==> src/pciarb_pkg.sv <==
package pciarb_pkg;
  // ****************************************
  // Constants
  // ****************************************
  localparam int PCIARB_AGENTS = 4;
  localparam logic [3:0] PCIARB_LINES_IDLE = 4'hF;
  localparam logic [1:0] PCIARB_PTR_RST = 2'h0;
  localparam int PCIARB_CLK_MAX_MHZ = 66;
  localparam int PCIARB_SYS_MHZ = 125;

  typedef enum logic [2:0] {
    PCIARB_IDLE = 3'b001,
    PCIARB_GRANT = 3'b010,
    PCIARB_PARK = 3'b100
  } pciarb_state_e;

  typedef struct packed {
    logic [3:0] o;
    logic [3:0] oe;
  } pciarb_pin_s;
endpackage : pciarb_pkg

==> src/pciarb_sync.sv <==
`timescale 1ns/1ns
`default_nettype none
// ****************************************
// Three-stage pin sampler
// ****************************************
module pciarb_sync
  import pciarb_pkg::*;
#(
  parameter int W = 1
) (
  // Clock and reset
  input wire logic clk_sys,
  input wire logic srst,
  // Pin side
  input wire logic [W-1:0] pin,
  // Settled value, updated once stages two and three agree
  output logic [W-1:0] q
);
  logic [W-1:0] s1_ff, s2_ff, s3_ff, q_ff;
  logic [W-1:0] nxt_q;

  always_comb begin
    nxt_q = q_ff;
    for (int i = 0; i < W; i++) begin
      if (s2_ff[i] == s3_ff[i]) begin
        nxt_q[i] = s3_ff[i];
      end
    end
  end

  always_ff @(posedge clk_sys) begin
    if (srst) begin
      s1_ff <= '1;
      s2_ff <= '1;
      s3_ff <= '1;
      q_ff <= '1;
    end else begin
      s1_ff <= pin;
      s2_ff <= s1_ff;
      s3_ff <= s2_ff;
      q_ff <= nxt_q;
    end
  end

  assign q = q_ff;
endmodule : pciarb_sync
`default_nettype wire

==> src/pciarb_top.sv <==
`timescale 1ns/1ns
`default_nettype none
module pciarb_top
  import pciarb_pkg::*;
(
  // Clock and reset
  input wire logic clk_sys,
  input wire logic srst,
  // Mode strap and local requests
  input wire logic arb_enable,
  input wire logic own_bus_req,
  input wire logic irq_req,
  // PCI bus clock, sampled as a plain input
  input wire logic host_bus_clock_in,
  // Request lines, active low
  input wire logic [3:0] req_n_i,
  output logic req0_n_o,
  output logic req0_oe,
  // Grant lines, active low
  input wire logic [3:0] gnt_n_i,
  output logic [3:0] gnt_n_o,
  output logic [3:0] gnt_oe,
  // Interrupt, open drain
  output logic host_interrupt_request_o,
  output logic host_interrupt_request_oe,
  // Status
  output logic own_bus_granted,
  output logic arb_mode
);
  // ****************************************
  // Pin sampling
  // ****************************************
  logic [5:0] raw, smp;
  logic bclk_s, req0_g_s, gnt0_s;
  logic [3:0] req_s;
  assign raw = {host_bus_clock_in, gnt_n_i[0], req_n_i};

  pciarb_sync #(.W(6)) u_sync (
    .clk_sys(clk_sys),
    .srst(srst),
    .pin(raw),
    .q(smp)
  );

  assign req_s = ~smp[3:0];
  assign gnt0_s = ~smp[4];
  assign bclk_s = smp[5];

  // ****************************************
  // Bus clock edge and mode latch
  // ****************************************
  // Mode only changes on a bus edge with no grant out, so request 0 and grant 0 turn together
  logic bclk_d_ff, nxt_bclk_d;
  logic mode_ff, nxt_mode;
  logic bedge;
  assign bedge = bclk_s & ~bclk_d_ff;

  // ****************************************
  // Arbiter
  // ****************************************
  pciarb_state_e st_ff, nxt_st;
  logic [1:0] ptr_ff, nxt_ptr;
  logic [1:0] cur_ff, nxt_cur;
  logic [3:0] gnt_ff, nxt_gnt;
  logic req0_ff, nxt_req0;
  logic own_ff, nxt_own;
  logic irq_ff, nxt_irq;
  logic [3:0] pend;

  function automatic logic [2:0] pick(input logic [3:0] r, input logic [1:0] p);
    logic [2:0] res;
    logic [1:0] k;
    res = 3'h0;
    for (int i = 3; i >= 0; i--) begin
      k = p + 2'(i);
      if (r[k]) begin
        res = {1'b1, k};
      end
    end
    return res;
  endfunction : pick

  // Agent 0 only competes while its line is an input
  assign pend = mode_ff ? req_s : {req_s[3:1], 1'b0};

  always_comb begin
    logic [2:0] w;
    w = pick(pend, ptr_ff);
    nxt_bclk_d = bclk_s;
    nxt_mode = mode_ff;
    nxt_st = st_ff;
    nxt_ptr = ptr_ff;
    nxt_cur = cur_ff;
    nxt_gnt = gnt_ff;
    nxt_req0 = req0_ff;
    nxt_own = own_ff;
    nxt_irq = irq_req;
    if (bedge) begin
      nxt_req0 = !mode_ff && own_bus_req;
      nxt_own = !mode_ff && gnt0_s;
      case (st_ff)
        PCIARB_IDLE: begin
          if (arb_enable != mode_ff) begin
            nxt_mode = arb_enable;
            nxt_req0 = 1'b0;
            nxt_own = 1'b0;
          end else if (w[2]) begin
            nxt_st = PCIARB_GRANT;
            nxt_cur = w[1:0];
            nxt_gnt = 4'h1 << w[1:0];
          end
        end
        PCIARB_GRANT: begin
          if (!pend[cur_ff]) begin
            nxt_gnt = 4'h0;
            nxt_ptr = cur_ff + 2'h1;
            nxt_st = PCIARB_PARK;
          end
        end
        PCIARB_PARK: begin
          // Two idle bus cycles between grants (this one, then IDLE) avoid two agents driving
          nxt_st = PCIARB_IDLE;
        end
        default: begin
          nxt_st = PCIARB_IDLE;
          nxt_gnt = 4'h0;
        end
      endcase
    end
  end

  always_ff @(posedge clk_sys) begin
    if (srst) begin
      // Sampler idles high after reset, so a low here would fake a bus edge
      bclk_d_ff <= 1'b1;
      mode_ff <= 1'b0;
      st_ff <= PCIARB_IDLE;
      ptr_ff <= PCIARB_PTR_RST;
      cur_ff <= PCIARB_PTR_RST;
      gnt_ff <= 4'h0;
      req0_ff <= 1'b0;
      own_ff <= 1'b0;
      irq_ff <= 1'b0;
    end else begin
      bclk_d_ff <= nxt_bclk_d;
      mode_ff <= nxt_mode;
      st_ff <= nxt_st;
      ptr_ff <= nxt_ptr;
      cur_ff <= nxt_cur;
      gnt_ff <= nxt_gnt;
      req0_ff <= nxt_req0;
      own_ff <= nxt_own;
      irq_ff <= nxt_irq;
    end
  end

  // ****************************************
  // Pin drivers
  // ****************************************
  // Limitation: with three sampler stages the bus clock must stay below a quarter of clk_sys
  pciarb_pin_s gpin;
  assign gpin.o = PCIARB_LINES_IDLE & ~gnt_ff;
  assign gpin.oe = {3'h7, mode_ff};
  assign gnt_n_o = gpin.o;
  assign gnt_oe = gpin.oe;
  assign req0_n_o = ~req0_ff;
  assign req0_oe = ~mode_ff;
  assign host_interrupt_request_o = 1'b0;
  assign host_interrupt_request_oe = irq_ff;
  assign own_bus_granted = own_ff;
  assign arb_mode = mode_ff;
endmodule : pciarb_top
`default_nettype wire

==> config.mk <==
export PLATFORM = sky130hd
export DESIGN_NAME = pciarb_top
export DESIGN_NICKNAME = d
export VERILOG_FILES = /design/src/pciarb_pkg.sv /design/src/pciarb_sync.sv /design/src/pciarb_top.sv
export SDC_FILE = /design/constraint.sdc
export NUM_CORES = 1
export LEC_CHECK = 0
export BUFFER_PORTS_ARGS = -buffer_cell sky130_fd_sc_hd__buf_2
export CAP_MARGIN = 10
export CORE_MARGIN = 2
export CORE_UTILIZATION = 40
export DETAILED_ROUTE_END_ITERATION = 12
export PLACE_DENSITY_LB_ADDON = 0.1
export SLEW_MARGIN = 15
export SYNTH_ARGS = -nofsm -noshare
export SYNTH_HDL_FRONTEND = slang
export SYNTH_HIERARCHICAL = 1
export SYNTH_SLANG_ARGS = --single-unit
==> constraint.sdc <==
create_clock -name clk_sys -period 2.3 [get_ports clk_sys]
set_input_delay 0.23 -clock clk_sys [delete_from_list [all_inputs] [get_ports clk_sys]]
set_output_delay 0.23 -clock clk_sys [all_outputs]
set_load 0.01 [all_outputs]
==> reports/metrics.csv, run 1 <==
metric,value,unit
setup_viol,0,
cts_max_level,2,
grt_pass1_wl,4120,um
yosys.area.top_type,dfxtp_1,
dieArea,4370,um2
cts_tree,done,
utilization,0.470,
grt_overflow,0,
fin_nets,196,
cts.reportedPaths.clkPinSlew,0.07,ns
port_buffers,20,
async_reset_ff_frac,0,
cts_setup_buffers,0,
p_comb_frac,0.032,
path_max_fanout,9,
finalWirelength,2450,um
root_buffer,clkbuf_8,
placedCellCount,223,
numCtsBuffers,5,
antenna_found_initial,0,
floorplan.initialDensity,0.419,
synth_area_leaders,"dfxtp_1 52%, or2_1 7.3%, a21oi_1 3.9%, inv_1 3.2%, nor2_1 3.2%",
postCtsHoldBufs,0,
switching_share,0.206,
yosys_warnings,6,
cts.repair.resized,0,
grt_usage,0.129,
path_buf_inv,0,
hp-class,primary input to flop,
yosysMostFrequentCell,dfxtp_1,
stdcell_count,230,
io_pins,28,
p_int,930,uW
finClkSkew,0.00400,ns
required,2.53,ns
dp_hpwl,1750,um
grt_pass1_vias,943,
gp_congestion,0.746,
setup_tns,0,ns
critical_path_arrival,1.91,ns
powerDensity,676,nW/um2
slew_violations,0,
num_rows,22,
peakVddDrop,0.389,mV
dpl_cell_area,1660,um2
synth.cell_area,1540,um2
dpl_worst_slack,0.623,ns
power,1.17,mW
fp.dieH,66.1,um
drtPass1Iterations,4,
maxCapViolations,0,
critical_path.max_stage_delay,0.50,ns
area_growth,12.2,%
ys.flop_type,dfxtp_1,
grt_max_degree,25,
netlist.area_leader.share,0.519,
leakage,0.708,nW
p_clk_frac,0.361,
drt_iter0_markers,62,
syn_area_per_cell,9.65,um2
cp-start-kind,flop,
crit_slowest_cell,mux4_2,
drc,0,
status,finished clean,
die_x,66.1,um
switchingPower,241,uW
cts_buffer_depth,2,
clkLatencyLatePin,0.28,ns
hold_slack,0.121,ns
hold_viol_final,0,
critPathTopFamily,compound AO/OA/AOI/OAI gates,
yosysUniqueCellTypes,36,
routed_via_density,4.73,
ant_nets,0,
max_freq,593,MHz
cts_num_sinks,40,
layout-drive-gt1-share,0.192,
path_cells,"nand2b_2, mux4_2, o21ai_1, a22o_2, a22o_2",
finalCritPeriodShare,0.733,
rsz0062_at_grt,no,
wl_per_cell,10.6,um
critical_path_class,flop to flop,
vias,1088,
pwr-share-seq,0.607,
cp-end-kind,flop,
synth-edff-count,0,
critical_path.most_common_cell,a22o_2,
coreArea,3690,um2
layout_min_cycle_time,1.69,ns
fin_ws,0.614,ns
ys_seq_area_frac,0.519,
synthTopCellsByCount,"40 x dfxtp_1, 18 x or2_1, 13 x inv_1, 13 x nor2_1, 12 x a21oi_1",
antenna_cells,0,
synthCells,160,
fin_area,1730,um2
ys_ff_latch,40,
[kinds of logic after synthesis]
logic type | synth area share
and+or+nand+nor | 0.199
other | 0.00486
DFF | 0.519
muxes | 0.0340
AOI/OAI and AO/OA | 0.165
buffers and inverters | 0.0729
xor gates and xnor gates | 0.00567
[power groups by stage]
stage | clock [mW] | sequential [mW] | combinational [mW]
global route | 0.475 | 0.713 | 0.0423
detailed placement | 0 | 0.727 | 0.0383
global placement | 0 | 0.727 | 0.0372
floorplan | 0 | 0.727 | 0.0287
finish | 0.422 | 0.711 | 0.0375
CTS | 0.442 | 0.711 | 0.0384
[metal layers]
metal	global-route usage	part of all wire	vias to the layer above
li1	-	-	575
met1	0.146	0.48	486
met2	0.206	0.45	23
met3	0.0562	0.046	4
met4	0.0612	0.020	0
met5	0	0	-
[placed cells by master (no fill, tap or decap), drive strengths merged, types with 2 or more instances in the layout]
master and n:
nand2b 5, o21ai 4, inv 13, a22o 3, dfxtp 40, a21oi 12
a32o 2, conb 4, mux2i 3, nor2 13, a22oi 3, o221ai 2
nor2b 4, nor3 2, nand3 2, o21bai 6, clkbuf 6, nand2 4
buf 21, or2 20
[flip-flops by register name, indices dropped and copies added (netlist names)]
register	flops
u_sync/s1_ff	6
u_sync/s2_ff	6
bclk_d_ff	1
st_ff	3
ptr_ff	2
host_interrupt_request_oe	1
u_sync/s3_ff	6
u_sync/q	6
req0_ff	1
gnt_ff	4
arb_mode	1
own_bus_granted	1
cur_ff	2
[path summary, 6_finish.rpt]
check                                startpoint               to  slack, ns  cells after the start
worst min register to register  u_sync/s1_ff[4]  u_sync/s2_ff[4]       0.40                      1
worst min-delay path                 req_n_i[3]  u_sync/s1_ff[3]       0.12                      2
worst max register to register         arb_mode        gnt_ff[2]       0.61                      5
worst max-delay path                   arb_mode        gnt_ff[2]       0.61                      5
[area by class of cell]
type                       instances  area [um2]
tap                               48        60.1
fill                             370        1960
clock buffer                       6        72.6
multi-input combinational        101         638
timing repair buffer              21         108
clock inverter                     1        5.00
inverter                          13        48.8
sequential                        40         801
Power figures use the tool's default switching activity.
==> run 2: changes to the inputs <==
clock period = 1.42 ns   (was 2.3 ns; I/O delays follow)
==> reports/metrics.csv, run 2 (synthesized netlist as in run 1, its figures left out) <==
metric,value,unit,change
fin_area,1940,um2,+12%
p_clk_frac,0.396,,+0.035
pwr-share-seq,0.571,,-0.036
area_growth,25.6,%,
drt_iter0_markers,56,,-9.7%
path_max_fanout,4,,-5
layout-drive-gt1-share,0.338,,+0.146
port_buffers,20,,unchanged
status,"complete, but fails checks",,
grt_overflow,0,,unchanged
cts_num_sinks,40,,unchanged
required,1.61,ns,-0.92 ns
p_comb_frac,0.033,,about the same
critical_path_class,flop to flop,,
rsz0062_at_grt,yes,,
p_int,1.57,mW,+69%
slew_violations,0,,unchanged
die_x,66.1,um,unchanged
leakage,0.813,nW,+15%
crit_slowest_cell,mux4_2,,
grt_pass1_wl,4540,um,+10%
finClkSkew,0.00406,ns,+0.0000566 ns
coreArea,3690,um2,unchanged
path_cells,"nand2b_4, mux4_2, nand4b_1, mux2i_1, nor2_1",,
routed_via_density,4.77,,+0.86%
postCtsHoldBufs,0,,unchanged
cts_max_level,2,,unchanged
finalWirelength,2740,um,+12%
floorplan.initialDensity,0.419,,unchanged
dpl_cell_area,1790,um2,+8.4%
grt_pass1_vias,1110,,+18%
mostFrequentLayoutCell,dfxtp_1,,
cts.reportedPaths.clkPinSlew,0.08,ns,about the same
switchingPower,444,uW,+84%
ant_nets,0,,unchanged
hold_viol_final,0,,unchanged
max_freq,661,MHz,+11%
stdcell_count,249,,+8.3%
powerDensity,1040,nW/um2,+54%
num_rows,22,,unchanged
drc,0,,unchanged
antenna_cells,0,,unchanged
cp-end-kind,flop,,
cts_tree,done,,
vias,1188,,+9.2%
dp_hpwl,2000,um,+14%
layout_min_cycle_time,1.51,ns,-0.173 ns
cts_buffer_depth,2,,unchanged
gp_congestion,0.722,,-3.2%
antenna_found_initial,0,,unchanged
root_buffer,clkbuf_8,,
final_cell_mix,"36 x dfxtp_1, 20 x buf_2, 19 x buf_4",,
violations,negative setup slack,,
drtPass1Iterations,4,,unchanged
fin_ws,-0.0927,ns,-0.707 ns
maxCapViolations,0,,unchanged
hp-class,primary input to flop,,
filler_cell_count,350,,-5.4%
numCtsBuffers,5,,unchanged
cp-start-kind,flop,,
fp.dieH,66.1,um,unchanged
peakVddDrop,0.878,mV,+130%
critical_path.max_stage_delay,0.49,ns,about the same
utilization,0.526,,+0.0560
switching_share,0.221,,+0.0145
setup_viol,7,,+7
critical_path_arrival,1.70,ns,-0.21 ns
grt_usage,0.139,,+0.0104
placedCellCount,240,,+7.6%
clkLatencyLatePin,0.29,ns,about the same
wl_per_cell,11.0,um,+3.5%
fin_nets,214,,+9.2%
setup_tns,-0.383,ns,-0.383 ns
finalCritPeriodShare,1.07,,+0.332
grt_max_degree,19,,-24%
dieArea,4370,um2,unchanged
io_pins,28,,unchanged
hold_slack,0.0187,ns,-0.103 ns
[run 2: metal layers]
metal,routed length [um],share of wire,global-route usage
met5,0,0,0
met4,56,0.020,0.0689
met3,111,0.040,0.0460
met2,1370,0.50,0.248
met1,1210,0.44,0.144
[run 2: metrics by stage]
step | total power, mW | setup slack [ns]
2_1_floorplan | 1.22 | -0.0244
3_3_place_gp | 1.24 | -0.0880
3_5_place_dp | 1.24 | -0.102
4_1_cts | 2.04 | -0.0930
5_1_grt | 2.09 | -0.145
6_report | 2.01 | -0.0927
[run 2: cell type report]
class / instances / area (um2) / area share
flip-flops and latches: 40 / 808 / 0.417
multi-input cells: 101 / 683 / 0.352
repair buffers: 39 / 243 / 0.125
clock buffers: 6 / 82.6 / 0.0426
well taps: 48 / 60.1 / 0.0310
inverters: 13 / 48.8 / 0.0252
clock inverters: 2 / 13.8 / 0.00710
[run 2: worst paths after layout]
path	from	endpoint	slack (ns)	cells after the start
worst min-delay path	host_bus_clock_in	u_sync/s1_ff[5]	0.02	2
worst max-delay path	u_sync/q[0]	ptr_ff[1]	-0.09	5
worst max register to register	u_sync/q[0]	ptr_ff[1]	-0.09	5
worst min register to register	u_sync/s1_ff[2]	u_sync/s2_ff[2]	0.41	1
[run 2: timing repair]
item | in CTS | in global routing
gates cloned | 0 | 0
gates resized for setup | 8 | 3
setup endpoints to repair | 8 | 10
buffers inserted | 1 | 0
pin swaps | 4 | 4
[run 2: critical path, delay by kind of cell (launching register included)]
kind | cells | cell delay (ns)
simple gates | 3 | 0.39
mux | 2 | 0.70
flops | 1 | 0.32
[run 2: power by group through the flow]
| stage | combinational (mW) | clock (mW) | sequential (mW) |
|---|---|---|---|
| floorplan | 0.0466 | 0 | 1.18 |
| finish | 0.0672 | 0.796 | 1.15 |
| global route | 0.0765 | 0.862 | 1.15 |
| CTS | 0.0676 | 0.825 | 1.15 |
| global placement | 0.0655 | 0 | 1.18 |
| detailed placement | 0.0668 | 0 | 1.18 |
